[config.mk]
export PLATFORM = sky130hd
export DESIGN_NAME = rft_timer_control
export DESIGN_NICKNAME = d
export VERILOG_FILES = /design/src/design/rft_pkg.sv /design/src/design/rft_timer_control.sv
export SDC_FILE = /design/constraint.sdc
export NUM_CORES = 1
export LEC_CHECK = 0
export ABC_AREA = 0
export ABC_CLOCK_PERIOD_IN_PS = 4900
export BUFFER_PORTS_ARGS = -buffer_cell sky130_fd_sc_hd__buf_2
export CORE_UTILIZATION = 30
export DETAILED_ROUTE_END_ITERATION = 8
export GPL_TIMING_DRIVEN = 0
export HOLD_SLACK_MARGIN = 0.15
export PLACE_DENSITY = 0.5
export SLEW_MARGIN = 20
export SYNTH_ARGS = -nofsm -noshare
export SYNTH_HDL_FRONTEND = slang
export SYNTH_SLANG_ARGS = --single-unit
[constraint.sdc]
create_clock -name clock_i -period 4.9 [get_ports clock_i]
set_input_delay 0.735 -clock clock_i [delete_from_list [all_inputs] [get_ports clock_i]]
set_output_delay 0.735 -clock clock_i [all_outputs]
set_load 0.02 [all_outputs]
[src/design/rft_pkg.sv]
`default_nettype none
package rft_pkg;
  // Register indices; byte address is four times the index
  localparam int unsigned ADDR_LSB    = 2;
  localparam logic [7:0]  IDX_TSC     = 8'h0e;
  localparam logic [7:0]  IDX_T0_CTL  = 8'h0f;
  localparam logic [7:0]  IDX_RL_HI   = 8'h10;
  localparam logic [7:0]  IDX_RL_LO   = 8'h11;
  localparam logic [7:0]  IDX_CNT_HI  = 8'h12;
  localparam logic [7:0]  IDX_CNT_LO  = 8'h13;
  localparam logic [7:0]  IDX_IRQ     = 8'h20;
  // Timer-section control layout
  localparam int unsigned TSC_FLAG_LO = 4;
  // Timer 0 control layout
  localparam int unsigned CTL_HALT    = 7;
  localparam int unsigned CTL_MODE_LO = 4;
  localparam int unsigned CTL_AUTO    = 3;
  localparam int unsigned CTL_SEL_LO  = 0;
  // Bits 6 and 2 are reserved; the tick select spans bits 1..0
  localparam logic [7:0]  CTL_RW_MASK = 8'hbb;
  // Trigger modes
  localparam logic [1:0]  MODE_NONE   = 2'h0;
  localparam logic [1:0]  MODE_TXEND  = 2'h1;
  localparam logic [1:0]  MODE_LFO    = 2'h2;
  localparam logic [1:0]  MODE_LFO_UF = 2'h3;
  // Tick sources
  localparam logic [1:0]  SEL_13M56   = 2'h0;
  localparam logic [1:0]  SEL_211K    = 2'h1;
  localparam logic [1:0]  SEL_T2_UF   = 2'h2;
  localparam logic [1:0]  SEL_T1_UF   = 2'h3;
  // Reset values
  localparam logic [7:0]  RST_BYTE    = 8'h00;
  localparam logic [15:0] RST_COUNT   = 16'h0000;
  // AXI responses
  localparam logic [1:0]  RESP_OKAY   = 2'h0;
  localparam logic [1:0]  RESP_SLVERR = 2'h2;
  typedef enum logic [1:0] {
    RFT_IDLE = 2'h1,
    RFT_RUN  = 2'h2
  } rft_tstate_t;
endpackage
`default_nettype wire

[src/design/rft_timer_control.sv]
// Local design decision: the AXI4-Lite slave port.
`timescale 1ns/1ps
`default_nettype none
module rft_timer_control #(
  parameter int unsigned ADDR_W = 12
) (
  // Clock and reset
  input  wire logic              clock_i,
  input  wire logic              rst_n_i,
  // AXI4-Lite slave
  input  wire logic [ADDR_W-1:0] s_axi_awaddr_i,
  input  wire logic              s_axi_awvalid_i,
  output logic                   s_axi_awready_o,
  input  wire logic [31:0]       s_axi_wdata_i,
  input  wire logic [3:0]        s_axi_wstrb_i,
  input  wire logic              s_axi_wvalid_i,
  output logic                   s_axi_wready_o,
  output logic [1:0]             s_axi_bresp_o,
  output logic                   s_axi_bvalid_o,
  input  wire logic              s_axi_bready_i,
  input  wire logic [ADDR_W-1:0] s_axi_araddr_i,
  input  wire logic              s_axi_arvalid_i,
  output logic                   s_axi_arready_o,
  output logic [31:0]            s_axi_rdata_o,
  output logic [1:0]             s_axi_rresp_o,
  output logic                   s_axi_rvalid_o,
  input  wire logic              s_axi_rready_i,
  // Tick strobes and cascade inputs, same clock
  input  wire logic              tick_13m56_i,
  input  wire logic              tick_211k_i,
  input  wire logic              timer1_underflow_i,
  input  wire logic              timer2_underflow_i,
  // RF frame events, same clock
  input  wire logic              tx_end_i,
  input  wire logic              rx_first4_i,
  // Low-frequency oscillator, asynchronous
  input  wire logic              low_freq_oscillator_i,
  // Status
  output logic                   timer0_underflow_o,
  output logic                   timer_underflow_irq_flag_o,
  output logic [3:0]             timer_active_o
);

  typedef struct packed {
    logic                aw_held;
    logic [7:0]          aw_idx;
    logic                w_held;
    logic [7:0]          w_data;
    logic                w_lane0;
    logic                bvalid;
    logic [1:0]          bresp;
    logic                rvalid;
    logic [7:0]          rdata;
    logic [1:0]          rresp;
    logic [3:1]          flags;
    rft_pkg::rft_tstate_t t0;
    logic [7:0]          ctl;
    logic [7:0]          rl_hi;
    logic [7:0]          rl_lo;
    logic [15:0]         count;
    logic                irq;
    logic                uf;
    logic [2:0]          lfo_sync;
  } rft_state_t;

  rft_state_t s;
  rft_state_t next_s;

  logic       wr_go;
  logic       wr_en;
  logic       tsc_wr;
  logic       t0_running;
  logic       tick;
  logic       lfo_edge;
  logic       lfo_mode;
  logic       start_ev;
  logic       stop_ev;
  logic       uf_now;
  logic [7:0] rd_idx;

  function automatic logic [7:0] reg_index(input logic [ADDR_W-1:0] a);
    return a[rft_pkg::ADDR_LSB +: 8];
  endfunction

  function automatic logic is_mapped(input logic [7:0] idx);
    return (idx >= rft_pkg::IDX_TSC && idx <= rft_pkg::IDX_CNT_LO) ||
           (idx == rft_pkg::IDX_IRQ);
  endfunction

  assign s_axi_awready_o            = !s.aw_held;
  assign s_axi_wready_o             = !s.w_held;
  assign s_axi_bvalid_o             = s.bvalid;
  assign s_axi_bresp_o              = s.bresp;
  assign s_axi_arready_o            = !s.rvalid;
  assign s_axi_rvalid_o             = s.rvalid;
  assign s_axi_rresp_o              = s.rresp;
  assign s_axi_rdata_o              = {24'h00_0000, s.rdata};
  assign timer0_underflow_o         = s.uf;
  assign timer_underflow_irq_flag_o = s.irq;
  assign timer_active_o             = {s.flags, t0_running};

  always_comb
  begin
    next_s     = s;
    wr_go      = s.aw_held && s.w_held && !s.bvalid;
    // A write with lane 0 off is acknowledged but stores nothing
    wr_en      = wr_go && s.w_lane0;
    tsc_wr     = wr_en && s.aw_idx == rft_pkg::IDX_TSC;
    t0_running = s.t0 == rft_pkg::RFT_RUN;
    rd_idx     = reg_index(s_axi_araddr_i);
    lfo_edge   = s.lfo_sync[1] && !s.lfo_sync[2];
    lfo_mode   = s.ctl[rft_pkg::CTL_MODE_LO + 1];
    uf_now     = 1'b0;
    case (s.ctl[rft_pkg::CTL_SEL_LO +: 2])
      rft_pkg::SEL_13M56: tick = tick_13m56_i;
      rft_pkg::SEL_211K:  tick = tick_211k_i;
      rft_pkg::SEL_T2_UF: tick = timer2_underflow_i;
      default:            tick = timer1_underflow_i;
    endcase

    // Write address and data are taken independently
    if (s_axi_awvalid_i && !s.aw_held)
    begin
      next_s.aw_held = 1'b1;
      next_s.aw_idx  = reg_index(s_axi_awaddr_i);
    end
    if (s_axi_wvalid_i && !s.w_held)
    begin
      next_s.w_held  = 1'b1;
      next_s.w_data  = s_axi_wdata_i[7:0];
      next_s.w_lane0 = s_axi_wstrb_i[0];
    end
    if (s.bvalid && s_axi_bready_i)
    begin
      next_s.bvalid = 1'b0;
    end
    if (wr_go)
    begin
      next_s.aw_held = 1'b0;
      next_s.w_held  = 1'b0;
      next_s.bvalid  = 1'b1;
      next_s.bresp   = is_mapped(s.aw_idx) ? rft_pkg::RESP_OKAY : rft_pkg::RESP_SLVERR;
    end

    // Timers 1..3 exist elsewhere; only their flags live here
    for (int i = 1; i < 4; i++)
    begin
      if (tsc_wr && s.w_data[i])
      begin
        next_s.flags[i] = s.w_data[rft_pkg::TSC_FLAG_LO + i];
      end
    end
    if (wr_en)
    begin
      case (s.aw_idx)
        rft_pkg::IDX_T0_CTL: next_s.ctl   = s.w_data & rft_pkg::CTL_RW_MASK;
        rft_pkg::IDX_RL_HI:  next_s.rl_hi = s.w_data;
        rft_pkg::IDX_RL_LO:  next_s.rl_lo = s.w_data;
        default:             next_s.ctl   = s.ctl;
      endcase
    end

    // Start outranks stop in the same cycle, whether either comes from software or hardware
    start_ev = (tsc_wr && s.w_data[0] && s.w_data[rft_pkg::TSC_FLAG_LO]) ||
      (!t0_running && s.ctl[rft_pkg::CTL_MODE_LO +: 2] == rft_pkg::MODE_TXEND &&
       tx_end_i) ||
      (!t0_running && lfo_mode && lfo_edge);
    stop_ev = (tsc_wr && s.w_data[0] && !s.w_data[rft_pkg::TSC_FLAG_LO]) ||
      (t0_running && s.ctl[rft_pkg::CTL_HALT] && !lfo_mode && rx_first4_i) ||
      (t0_running && lfo_mode && lfo_edge);

    case (s.t0)
      rft_pkg::RFT_IDLE:
      begin
        if (start_ev)
        begin
          next_s.t0    = rft_pkg::RFT_RUN;
          next_s.count = {s.rl_hi, s.rl_lo};
        end
      end
      rft_pkg::RFT_RUN:
      begin
        if (start_ev)
        begin
          next_s.count = {s.rl_hi, s.rl_lo};
        end
        else if (stop_ev)
        begin
          next_s.t0 = rft_pkg::RFT_IDLE;
        end
        else if (tick && s.count <= 16'h0001)
        begin
          next_s.count = rft_pkg::RST_COUNT;
          // Trimming without underflow parks at zero until the next edge
          if (s.ctl[rft_pkg::CTL_MODE_LO +: 2] != rft_pkg::MODE_LFO)
          begin
            uf_now = 1'b1;
            if (s.ctl[rft_pkg::CTL_AUTO])
            begin
              next_s.count = {s.rl_hi, s.rl_lo};
            end
            else
            begin
              next_s.t0 = rft_pkg::RFT_IDLE;
            end
          end
        end
        else if (tick)
        begin
          next_s.count = s.count - 16'h0001;
        end
      end
      default: next_s.t0 = rft_pkg::RFT_IDLE;
    endcase
    next_s.uf = uf_now;
    // Underflow in the clearing cycle keeps the flag set
    next_s.irq = (s.irq && !(wr_en && s.aw_idx == rft_pkg::IDX_IRQ && s.w_data[0])) ||
                 uf_now;

    if (s.rvalid && s_axi_rready_i)
    begin
      next_s.rvalid = 1'b0;
    end
    if (s_axi_arvalid_i && !s.rvalid)
    begin
      next_s.rvalid = 1'b1;
      next_s.rresp  = is_mapped(rd_idx) ? rft_pkg::RESP_OKAY : rft_pkg::RESP_SLVERR;
      case (rd_idx)
        rft_pkg::IDX_TSC:    next_s.rdata = {s.flags, t0_running, 4'h0};
        rft_pkg::IDX_T0_CTL: next_s.rdata = s.ctl;
        rft_pkg::IDX_RL_HI:  next_s.rdata = s.rl_hi;
        rft_pkg::IDX_RL_LO:  next_s.rdata = s.rl_lo;
        rft_pkg::IDX_CNT_HI: next_s.rdata = s.count[15:8];
        rft_pkg::IDX_CNT_LO: next_s.rdata = s.count[7:0];
        rft_pkg::IDX_IRQ:    next_s.rdata = {7'h00, s.irq};
        default:             next_s.rdata = rft_pkg::RST_BYTE;
      endcase
    end

    next_s.lfo_sync = {s.lfo_sync[1:0], low_freq_oscillator_i};
  end

  always_ff @(posedge clock_i or negedge rst_n_i)
  begin
    if (!rst_n_i)
    begin
      s          <= '0;
      s.t0       <= rft_pkg::RFT_IDLE;
      s.ctl      <= rft_pkg::RST_BYTE;
      s.count    <= rft_pkg::RST_COUNT;
    end
    else
    begin
      s <= next_s;
    end
  end
endmodule
`default_nettype wire

==> results.txt, run 1 <==
Top post-synthesis cells by area: dfrtp_1, mux2_2, buf_4
Max Cap Viol: 0
Fillers: 1412
Clock sink total: 79
Top cell type by total area after synthesis: dfrtp_1
Starting Density: 0.311
WP data required: 5110 ps
Maximum clock rate: 406 MHz
Max H-tree Level: 3
Unique masters post-synth: 56
I/O pins: 121
Top-area cell type share of the netlist area: 0.447
DRC: 0
Clock root buffer: clkbuf_16
Vias in the first global route: 3445
Routed vias: 3590
Startpoint of the worst-slack reg-to-reg timing path: s[17]
Pleak: 2.40 nW
Hold Crit Class: in -> async
Fin crit period: 2470 ps
Core area: 0.0140 sq mm
Number of flops mapped to enable cells by yosys: 0
Seq cells post-synth: 79
RSZ-0062 raised after global routing: false
Final antenna-violating net count: 0
Clock-pin slew on the worst setup and hold paths: 60 ps
Rel. slew slack: 0.271
CP endpoint kind: flip-flop
Max Buffers Root-to-Sink: 2
Largest net degree at the start of global routing: 48
Crit Path Class: reg -> reg
Total gr overflow: 0
Hold Vio Cnt, Final: 0
Final Cell Area: 0.00531 sq mm
Util after Layout: 0.378
Commonest non-fill, non-tap cell in the layout: dfrtp_1
Min Hold Slack: 338 ps
Post-Syn Instances: 420
Total CTS buffers: 9
Die Ht: 123 microns
Gpl congestion: 0.908
Count of endpoints failing setup in the final report: 0
Post-DP HPWL: 8870 microns
Critical Path Source Type: flip-flop
Port buffer count: 58
Skew-Pair Late Insertion Delay: 340 ps
Initial antenna violation count: 0
Worst R2R End: s[20]
GRT Util Overall: 0.167
Synth Area per Inst: 10.4 sq um
Via density: 5.13
Placed cell area: 0.00501 sq mm
Arrival @ worst endpoint: 2670 ps
Outcome: finished, final reports clean
Highest-count cells in the layout ignoring fill and taps: dfrtp_1, buf_2, buf_4, mux2_2, nand2_1
Seq/Total Area, Yosys: 0.453
Post-cts sizing count: 0
Power Density: 460 mW/mm^2
Antenna Diode Count: 0
Post-CTS setup buffers: 0
Synthesis Warnings: 0
DRT Pass-1 Iters: 4
Worst slew pin tran: 1080 ps
Hold-fix buffers, CTS: 0
Layout area overhead: 21.5%
Final period utilization: 0.503
Die Width: 123 microns
1st-iter DRT viols: 130
Register-to-register setup slack: 2430 ps
Crit-path max FO: 10
Nets@finish: 591
Syn Std Cell Area: 0.00437 sq mm
Tot Pwr: 2.44 mW
Share of layout cells above drive strength 1: 0.327
CTS tree: yes
Reg2Reg Depth: 7
Fin Clk Skew: 8.70 ps
Setup_tns: 0 ps
First-pass GRT wire length: 18900 microns
VDD IR max: 285 uV
WL per Instance: 16.6 microns
Post-synth top flop: dfrtp_1
Final Max Slew Viols: 0
Num rows: 43
Ys async rst share: 1.00
Wirelength, routed: 11600 microns
Die ar.: 0.0150 sq mm
-- power by group --
| group | internal, mW | leakage [nW] | switching, mW |
|---|---|---|---|
| combinational | 0.336 | 1.24 | 0.392 |
| sequential | 0.819 | 1.02 | 0.215 |
| clock | 0.411 | 0.139 | 0.271 |
| total | 1.57 | 2.40 | 0.878 |
-- area by class of cell --
type	count	area, sq um	area share
inverter	13	48.8	0.00920
timing repair buffer	59	320	0.0604
clock inverter	4	53.8	0.0101
buffer	59	404	0.0762
sequential	79	1980	0.373
multi-input combinational	294	2030	0.382
tap	180	225	0.0424
clock buffer	12	246	0.0465
-- metrics by stage --
step	cells	setup WS, ps
6_report	700	2430
5_1_grt	700	2260
4_1_cts	700	2430
3_5_place_dp	684	2230
3_3_place_gp	683	2220
2_1_floorplan	445	2710
-- registers in the layout, indices dropped and copies added, names as in the netlist --
register and count:
timer_underflow_irq_flag_o 1, s_axi_bresp_o 1, s_axi_bvalid_o 1, lfo_mode 1
s 59, s_axi_rdata_o 8, timer_active_o 3, next_s 2
s_axi_rvalid_o 1, timer0_underflow_o 1, s_axi_rresp_o 1
-- layer usage --
layer | up-vias | GRT usage | part of all wire
li1 | 1683 | - | -
met1 | 1766 | 0.231 | 0.47
met2 | 131 | 0.256 | 0.46
met3 | 10 | 0.0446 | 0.065
met4 | 0 | 0.0434 | 0.011
met5 | - | 0 | 0
-- worst max-delay path: stages, from the launching register on --
cell and delay [ps]:
dfrtp_1 450, or4_1 600, nor4_1 400, nand3_1 250, nand3_2 220, buf_6 170
o21ai_1 80, o2bb2ai_1 170
-- cell families (layout without fill, tap and decap cells) --
logic type | count (synthesis) | in the layout | share of synthesized area
mux | 50 | 50 | 0.139
flops | 79 | 79 | 0.453
compound gates | 88 | 88 | 0.134
fa+ha+maj | 2 | 2 | 0.00573
other cells | 1 | 26 | 0.000859
buf+inv | 72 | 147 | 0.104
simple gates | 128 | 128 | 0.164
-- worst max-delay path by stage --
stage	from	end	slack, ps	cells past startpoint
CTS	s[17]	s[20]	2430	7
finish	s[17]	s[20]	2430	7
detailed placement	timer1_underflow_i	s[20]	2230	8
global route	s_axi_bvalid_o	s[20]	2260	7
global placement	timer1_underflow_i	s[5]	2220	7
floorplan	timer1_underflow_i	s[10]	2710	7
-- cells in the mapped netlist, drive strengths merged (12+ instances only) --
library cell   n
o21ai         34
mux2          44
o2bb2ai       12
nor4          14
nand2         30
dfrtp         78
nand3         15
nor3          13
inv           13
nor2          19
buf           46
clkbuf        13
Note: power is estimated with default switching activity, not from simulation.
==> run 2: changes to the inputs <==
--- a/config.mk
+++ b/config.mk
@@ -5,14 +5,14 @@
 export SDC_FILE = /design/constraint.sdc
 export NUM_CORES = 1
 export LEC_CHECK = 0
-export ABC_AREA = 0
-export ABC_CLOCK_PERIOD_IN_PS = 4900
+export ABC_AREA = 1
+export ABC_CLOCK_PERIOD_IN_PS = 2300
 export BUFFER_PORTS_ARGS = -buffer_cell sky130_fd_sc_hd__buf_2
 export CORE_UTILIZATION = 30
 export DETAILED_ROUTE_END_ITERATION = 8
 export GPL_TIMING_DRIVEN = 0
 export HOLD_SLACK_MARGIN = 0.15
-export PLACE_DENSITY = 0.5
+export PLACE_DENSITY = 0.49
 export SLEW_MARGIN = 20
 export SYNTH_ARGS = -nofsm -noshare
 export SYNTH_HDL_FRONTEND = slang
==> constraint.sdc (replaced) <==
create_clock -name clock_i -period 2.3 [get_ports clock_i]
set_input_delay 0.345 -clock clock_i [delete_from_list [all_inputs] [get_ports clock_i]]
set_output_delay 0.345 -clock clock_i [all_outputs]
set_load 0.02 [all_outputs]
==> run 2 against run 1 <==
Critical path depth rose by 6. Synthesized cell count increased by 50%. Wire length rose by 14%. Highest routed layer unchanged.
==> results.txt, run 2 <==
Synth cell count leaders: nand2_1, dfrtp_1, inv_1, nor2_1, o21ai_0
Die ar.: 0.0162 sq mm (+7.6%)
Clock root buffer: clkbuf_16
Largest register by flop count: s
Setup_tns: 0 ps (unchanged)
Antenna Diode Count: 0 (unchanged)
Synthesis Warnings: 0 (unchanged)
Skew-Pair Late Insertion Delay: 350 ps (about the same)
Num rows: 45 (+4.7%)
Vias in the first global route: 4118 (+20%)
Arrival @ worst endpoint: 2370 ps (-300 ps)
Maximum clock rate: 478 MHz (+18%)
Power Density: 851 mW/mm^2 (+85%)
Fin Clk Skew: 12.0 ps (+3.31 ps)
Max Cap Viol: 0 (unchanged)
Largest register FFs: 59 (unchanged)
Sequential Area: 0.00198 sq mm (unchanged)
Largest net degree at the start of global routing: 50 (+4.2%)
WL per Instance: 14.0 microns (-15%)
Hold path cells: 2
Reg2Reg Depth: 13 (+6)
Hold Startpoint: s_axi_bready_i
Total gr overflow: 0 (unchanged)
Non-Filler Instances: 945 (+35%)
Post-Place Cells: 928 (+36%)
RSZ-0062 raised after global routing: false
Count of endpoints failing setup in the final report: 0 (unchanged)
Top cell type by total area after synthesis: dfrtp_1
Max Buffers Root-to-Sink: 2 (unchanged)
Port buffer count: 59 (+1.7%)
Post-CTS setup buffers: 0 (unchanged)
Seq/Total Area, Yosys: 0.420 (-0.0326)
I/O pins: 121 (unchanged)
Outcome: finished, final reports clean
Wirelength, routed: 13200 microns (+14%)
Clock-pin slew on the worst setup and hold paths: 70 ps (about the same)
Pleak: 3.07 nW (+28%)
CP endpoint kind: flip-flop
Gpl congestion: 0.899 (-0.96%)
Fillers: 1621 (+15%)
DRC: 0 (unchanged)
1st-iter DRT viols: 232 (+78%)
Core area: 0.0153 sq mm (+8.7%)
Crit-path max FO: 10 (unchanged)
Max H-tree Level: 3 (unchanged)
Starting Density: 0.308 (-0.00256)
Share of layout cells above drive strength 1: 0.228 (-0.0994)
Pre-CTS setup slack: 109 ps (-2120 ps)
Hold Vio Cnt, Final: 0 (unchanged)
Via density: 4.56 (-11%)
Final period utilization: 0.909 (+0.406)
Final antenna-violating net count: 0 (unchanged)
WP data required: 2580 ps (-2530 ps)
Layout area overhead: 21.0%
Seq cells post-synth: 79 (unchanged)
GRT Util Overall: 0.176 (+0.00909)
Number of flops mapped to enable cells by yosys: 0 (unchanged)
Clock sink total: 79 (unchanged)
Unique masters post-synth: 37 (-34%)
Most numerous cell in the Yosys netlist: nand2_1
VDD IR max: 571 uV (+100%)
Rel. slew slack: 0.637 (+0.366)
Post-Syn Instances: 632 (+50%)
Crit Path Class: reg -> reg
Top-area cell type share of the netlist area: 0.415 (-0.0322)
Synth Area per Inst: 7.45 sq um (-28%)
Commonest non-fill, non-tap cell in the layout: nand2_1
Tot Pwr: 4.85 mW (+98%)
Total CTS buffers: 9 (unchanged)
Die Ht: 127 microns (+3.8%)
Ys async rst share: 1.00 (unchanged)
Initial antenna violation count: 0 (unchanged)
Top post-synthesis cells by area: dfrtp_1, nand2_1, buf_4
Critical Path Start: s[5]
Area of the multi-input gates: 0.00222 sq mm (+9.3%)
Post-synth top flop: dfrtp_1
DRT Pass-1 Iters: 4 (unchanged)
Fin crit period: 2090 ps (-375 ps)
Highest-count cells in the layout ignoring fill and taps: nand2_1, dfrtp_1, buf_2, inv_1, nor2_1
CTS tree: yes
Die Width: 127 microns (+3.8%)
Final Max Slew Viols: 0 (unchanged)
Startpoint of the worst-slack reg-to-reg timing path: s[5]
Critical Path Source Type: flip-flop
Nets@finish: 805 (+36%)
Worst slew pin tran: 543 ps (-541 ps)
Syn Std Cell Area: 0.00471 sq mm (+7.8%)
Post-DP HPWL: 10400 microns (+18%)
Hold Crit Class: in -> reg
First-pass GRT wire length: 21800 microns (+16%)
Final setup margin: 209 ps (-2230 ps)
Routed vias: 4305 (+20%)
-- run 2: changes by cell type after synthesis, sizes merged, moves of 8 or more --
cell     previous run  this run
o21ai              34        43
nor4               14         0
nand2              30       224
nor2b               8         0
a21oi               7        20
nand4               4        26
nor2               19        60
a22oi               8         0
inv                13        58
nand3              15        34
mux2               44         5
o2bb2ai            12         0
-- run 2: power by group --
part           total (mW)  switching, mW  internal (mW)  leakage [nW]
registers            1.91          0.249           1.66          1.02
logic                1.53           1.01          0.521          1.90
clock network        1.41          0.634          0.777         0.146
-- run 2: worst paths after layout --
kind	to	slack [ps]
worst max-delay path	timer_underflow_irq_flag_o	210
worst min-delay path	s_axi_bvalid_o	170
worst max register to register	timer_underflow_irq_flag_o	210
worst min register to register	next_s[2]	350
max in group asynchronous	s[29]	1220
min in group asynchronous	s[5]	500
-- run 2: kinds of logic (layout without fill, tap and decap cells) --
kind of cell             count (synthesis)  in the layout  share of synthesized area
AND/OR/NAND/NOR                        357            357                      0.344
buffers and inverters                  112            189                      0.129
flip-flops                              79             79                      0.420
AO/OA/AOI/OAI                           69             69                     0.0763
XOR/XNOR                                 7              7                     0.0130
multiplexers                             5              5                     0.0120
adder cells (fa/ha/maj)                  2              2                    0.00532
other                                    1             26                   0.000797
-- run 2: metal layers --
layer | up-vias | GRT usage | wire (microns)
li1 | 2153 | - | -
met1 | 1989 | 0.233 | 6320
met2 | 138 | 0.283 | 5920
met3 | 25 | 0.0281 | 640
met4 | 0 | 0.0812 | 367
met5 | - | 0 | 0
-- run 2: area by class of cell --
cell class | count | share of cell area
clock buffer | 10 | 0.0420
sequential | 79 | 0.347
multi-input combinational | 466 | 0.390
inverter | 58 | 0.0387
clock inverter | 6 | 0.00835
buffer | 53 | 0.0670
timing repair buffer | 62 | 0.0606
tap | 211 | 0.0464
-- run 2: stage by stage --
step | instance area [sq um] | hold WS (ps) | util
floorplan | 4800 | 49.4 | -
global placement | 5360 | 332 | 0.351
detailed placement | 5390 | 328 | 0.353
CTS | 5690 | 164 | 0.373
global route | 5690 | 170 | 0.373
finish | 5690 | 174 | 0.373
-- run 2: repair_timing --
item | CTS | global route
resized for setup | 0 | 2
hold endpoints to repair | 30 | 0
gates cloned | 0 | 0
hold buffers | 2 | 0
setup endpoints to repair | 1 | 12
-- run 2: critical path: stages, from the launching register on --
cell     delay, ps
dfrtp_1        430
inv_2          130
ha_2           230
inv_1           50
nand2_1         50
nand2_1         40
nor2_1         100
nand2_1        120
nor2_2         180
inv_2          120
buf_2          220
nor2_1         150
nand3_1        130
o21ai_1        100
==> run 3: changes to the inputs <==
--- a/config.mk
+++ b/config.mk
@@ -8,11 +8,10 @@
 export ABC_AREA = 1
 export ABC_CLOCK_PERIOD_IN_PS = 2300
 export BUFFER_PORTS_ARGS = -buffer_cell sky130_fd_sc_hd__buf_2
-export CORE_UTILIZATION = 30
+export CORE_UTILIZATION = 40
 export DETAILED_ROUTE_END_ITERATION = 8
-export GPL_TIMING_DRIVEN = 0
 export HOLD_SLACK_MARGIN = 0.15
-export PLACE_DENSITY = 0.49
+export PLACE_DENSITY = 0.62
 export SLEW_MARGIN = 20
 export SYNTH_ARGS = -nofsm -noshare
 export SYNTH_HDL_FRONTEND = slang
==> run 3 against run 2 <==
Global-route usage rose by 3.2 points. Register-to-register slack about the same. Via count decreased by 3.9%. Sequential power is essentially flat. Critical path type unchanged. Critical endpoint is now s[14]. Highest routed layer unchanged.
==> results.txt, run 3 (synthesis gave the netlist of run 2 again) <==
Outcome: finished, final reports clean
Hold path cells: 2 (unchanged)
Setup_tns: 0 ps (unchanged)
Largest register FFs: 59 (unchanged)
Reg2Reg Depth: 14 (+1)
Largest net degree at the start of global routing: 47 (-6.0%)
Hold Startpoint: s_axi_bready_i
Nets@finish: 754 (-6.3%)
Starting Density: 0.412 (+0.104)
Fin Clk Skew: 13.0 ps (+0.946 ps)
Post-DP HPWL: 8910 microns (-14%)
Critical Path Start: s[5]
Critical Path Source Type: flip-flop
Worst path max stage delay: 420 ps (about the same)
Worst slew pin tran: 562 ps (+19.2 ps)
DRT Pass-1 Iters: 4 (unchanged)
Max Cap Viol: 0 (unchanged)
Layout area overhead: 11.3%
Final Max Slew Viols: 0 (unchanged)
Sequential Area: 0.00198 sq mm (unchanged)
Port buffer count: 59 (unchanged)
Maximum clock rate: 481 MHz (+0.68%)
WL per Instance: 14.5 microns (+3.1%)
Post-CTS setup buffers: 0 (unchanged)
Register-to-register setup slack: 220 ps (about the same)
CP endpoint kind: flip-flop
Antenna Diode Count: 0 (unchanged)
Highest-count cells in the layout ignoring fill and taps: nand2_1, dfrtp_1, buf_2, inv_1, nor2_1
Vias in the first global route: 3922 (-4.8%)
Arrival @ worst endpoint: 2350 ps (-20 ps)
Num rows: 39 (-13%)
Via density: 5.01 (+10%)
DRC: 0 (unchanged)
Clock-pin slew on the worst setup and hold paths: 70 ps (about the same)
Clock root buffer: clkbuf_16
Hold Crit Class: in -> reg
GRT Util Overall: 0.208 (+0.0323)
Util after Layout: 0.459 (+0.0856)
Crit-path max FO: 16 (+6)
Final period utilization: 0.903 (-0.00618)
Rel. slew slack: 0.624 (-0.0124)
CTS tree: yes
RSZ-0062 raised after global routing: false
Initial antenna violation count: 0 (unchanged)
Skew-Pair Late Insertion Delay: 350 ps (about the same)
Gpl congestion: 0.917 (+2.0%)
Total gr overflow: 0 (unchanged)
Fillers: 1173 (-28%)
Final antenna-violating net count: 0 (unchanged)
First-pass GRT wire length: 20200 microns (-7.4%)
Fin crit period: 2080 ps (-14.2 ps)
WHS Endpoint: s_axi_bvalid_o
VDD IR max: 651 uV (+14%)
Routed vias: 4138 (-3.9%)
Max H-tree Level: 3 (unchanged)
Wirelength, routed: 11900 microns (-9.9%)
Startpoint of the worst-slack reg-to-reg timing path: s[5]
Area of the multi-input gates: 0.00222 sq mm (+0.11%)
Pre-CTS setup slack: 235 ps (+126 ps)
Total CTS buffers: 9 (unchanged)
Final setup margin: 223 ps (+14.2 ps)
Commonest non-fill, non-tap cell in the layout: nand2_1
Largest register by flop count: s
Slowest cell on crit path: dfrtp_1
Pleak: 2.81 nW (-8.5%)
Clock sink total: 79 (unchanged)
Core area: 0.0114 sq mm (-25%)
Power Density: 903 mW/mm^2 (+6.1%)
Die ar.: 0.0122 sq mm (-25%)
Worst R2R End: s[14]
1st-iter DRT viols: 330 (+42%)
Count of endpoints failing setup in the final report: 0 (unchanged)
Max Buffers Root-to-Sink: 2 (unchanged)
Hold Vio Cnt, Final: 0 (unchanged)
Critical path cell sequence: inv_1 > ha_1 > inv_1 > nand2_1 > nand2_1 > nor2_1 > nand2_1 > nor2_4 > nand3_2 > nand3_4 > nand2_2 > nand2_1 > nand2_1 > nand2_1
Cell repeated most along the worst path: nand2_1
Crit Path Class: reg -> reg
Die Width: 110 microns (-13%)
Share of layout cells above drive strength 1: 0.176 (-0.0518)
WP data required: 2580 ps (about the same)
I/O pins: 121 (unchanged)
Die Ht: 110 microns (-13%)
run 3: changes by cell type in the layout (fill, tap and decap cells not counted), moves of 2 or more:
cell        change
clkbuf_1        -6
buf_2           -4
buf_4          -39
clkinvlp_4      +2
run 3: final cells by class:
type                            instances  area share
Clock buffer                           10      0.0456
Clock inverter                          6     0.00931
Inverter                               58      0.0420
Multi-Input combinational cell        466       0.424
Sequential cell                        79       0.378
Tap cell                              143      0.0342
Timing Repair Buffer                   64      0.0674
run 3: worst max-delay path by stage:
stage             to  slack [ps]  cells after the start
6_report       s[14]         220                     14
5_1_grt         s[9]          30                     14
4_1_cts        s[13]         210                     14
3_5_place_dp   s[13]         230                     14
3_3_place_gp   s[13]         260                     14
2_1_floorplan  s[10]         620                     14
run 3: where the power goes:
part | internal (mW) | switching [mW]
clock | 0.774 | 0.624
combinational | 0.453 | 0.977
sequential | 1.66 | 0.243
run 3: repair_timing:
action / CTS / global route
setup endpoints to repair: 0 / 6
hold buffers: 2 / 0
hold endpoints to repair: 34 / 0
resized for setup: 0 / 1
run 3: stage by stage:
stage	power [mW]	cells	cell area, sq um	hold WS, ps
CTS	4.77	826	5230	170
global route	5.05	826	5240	193
finish	4.73	826	5240	175
floorplan	2.98	657	4800	49.4
detailed placement	3.35	808	4930	332
global placement	3.32	808	4930	326
run 3: critical path, delay by kind of cell (launching register included):
family	cells	cell delay, ps
fa+ha+maj	1	250
flops	1	420
buf+inv	2	200
simple gates	11	1140
run 3: layer usage:
metal / part of all wire / vias up / GRT usage
met3: 0.065 / 20 / 0.0384
met5: 0 / - / 0
li1: - / 2057 / -
met4: 0.027 / 0 / 0.0916
met1: 0.46 / 1896 / 0.281
met2: 0.45 / 165 / 0.326
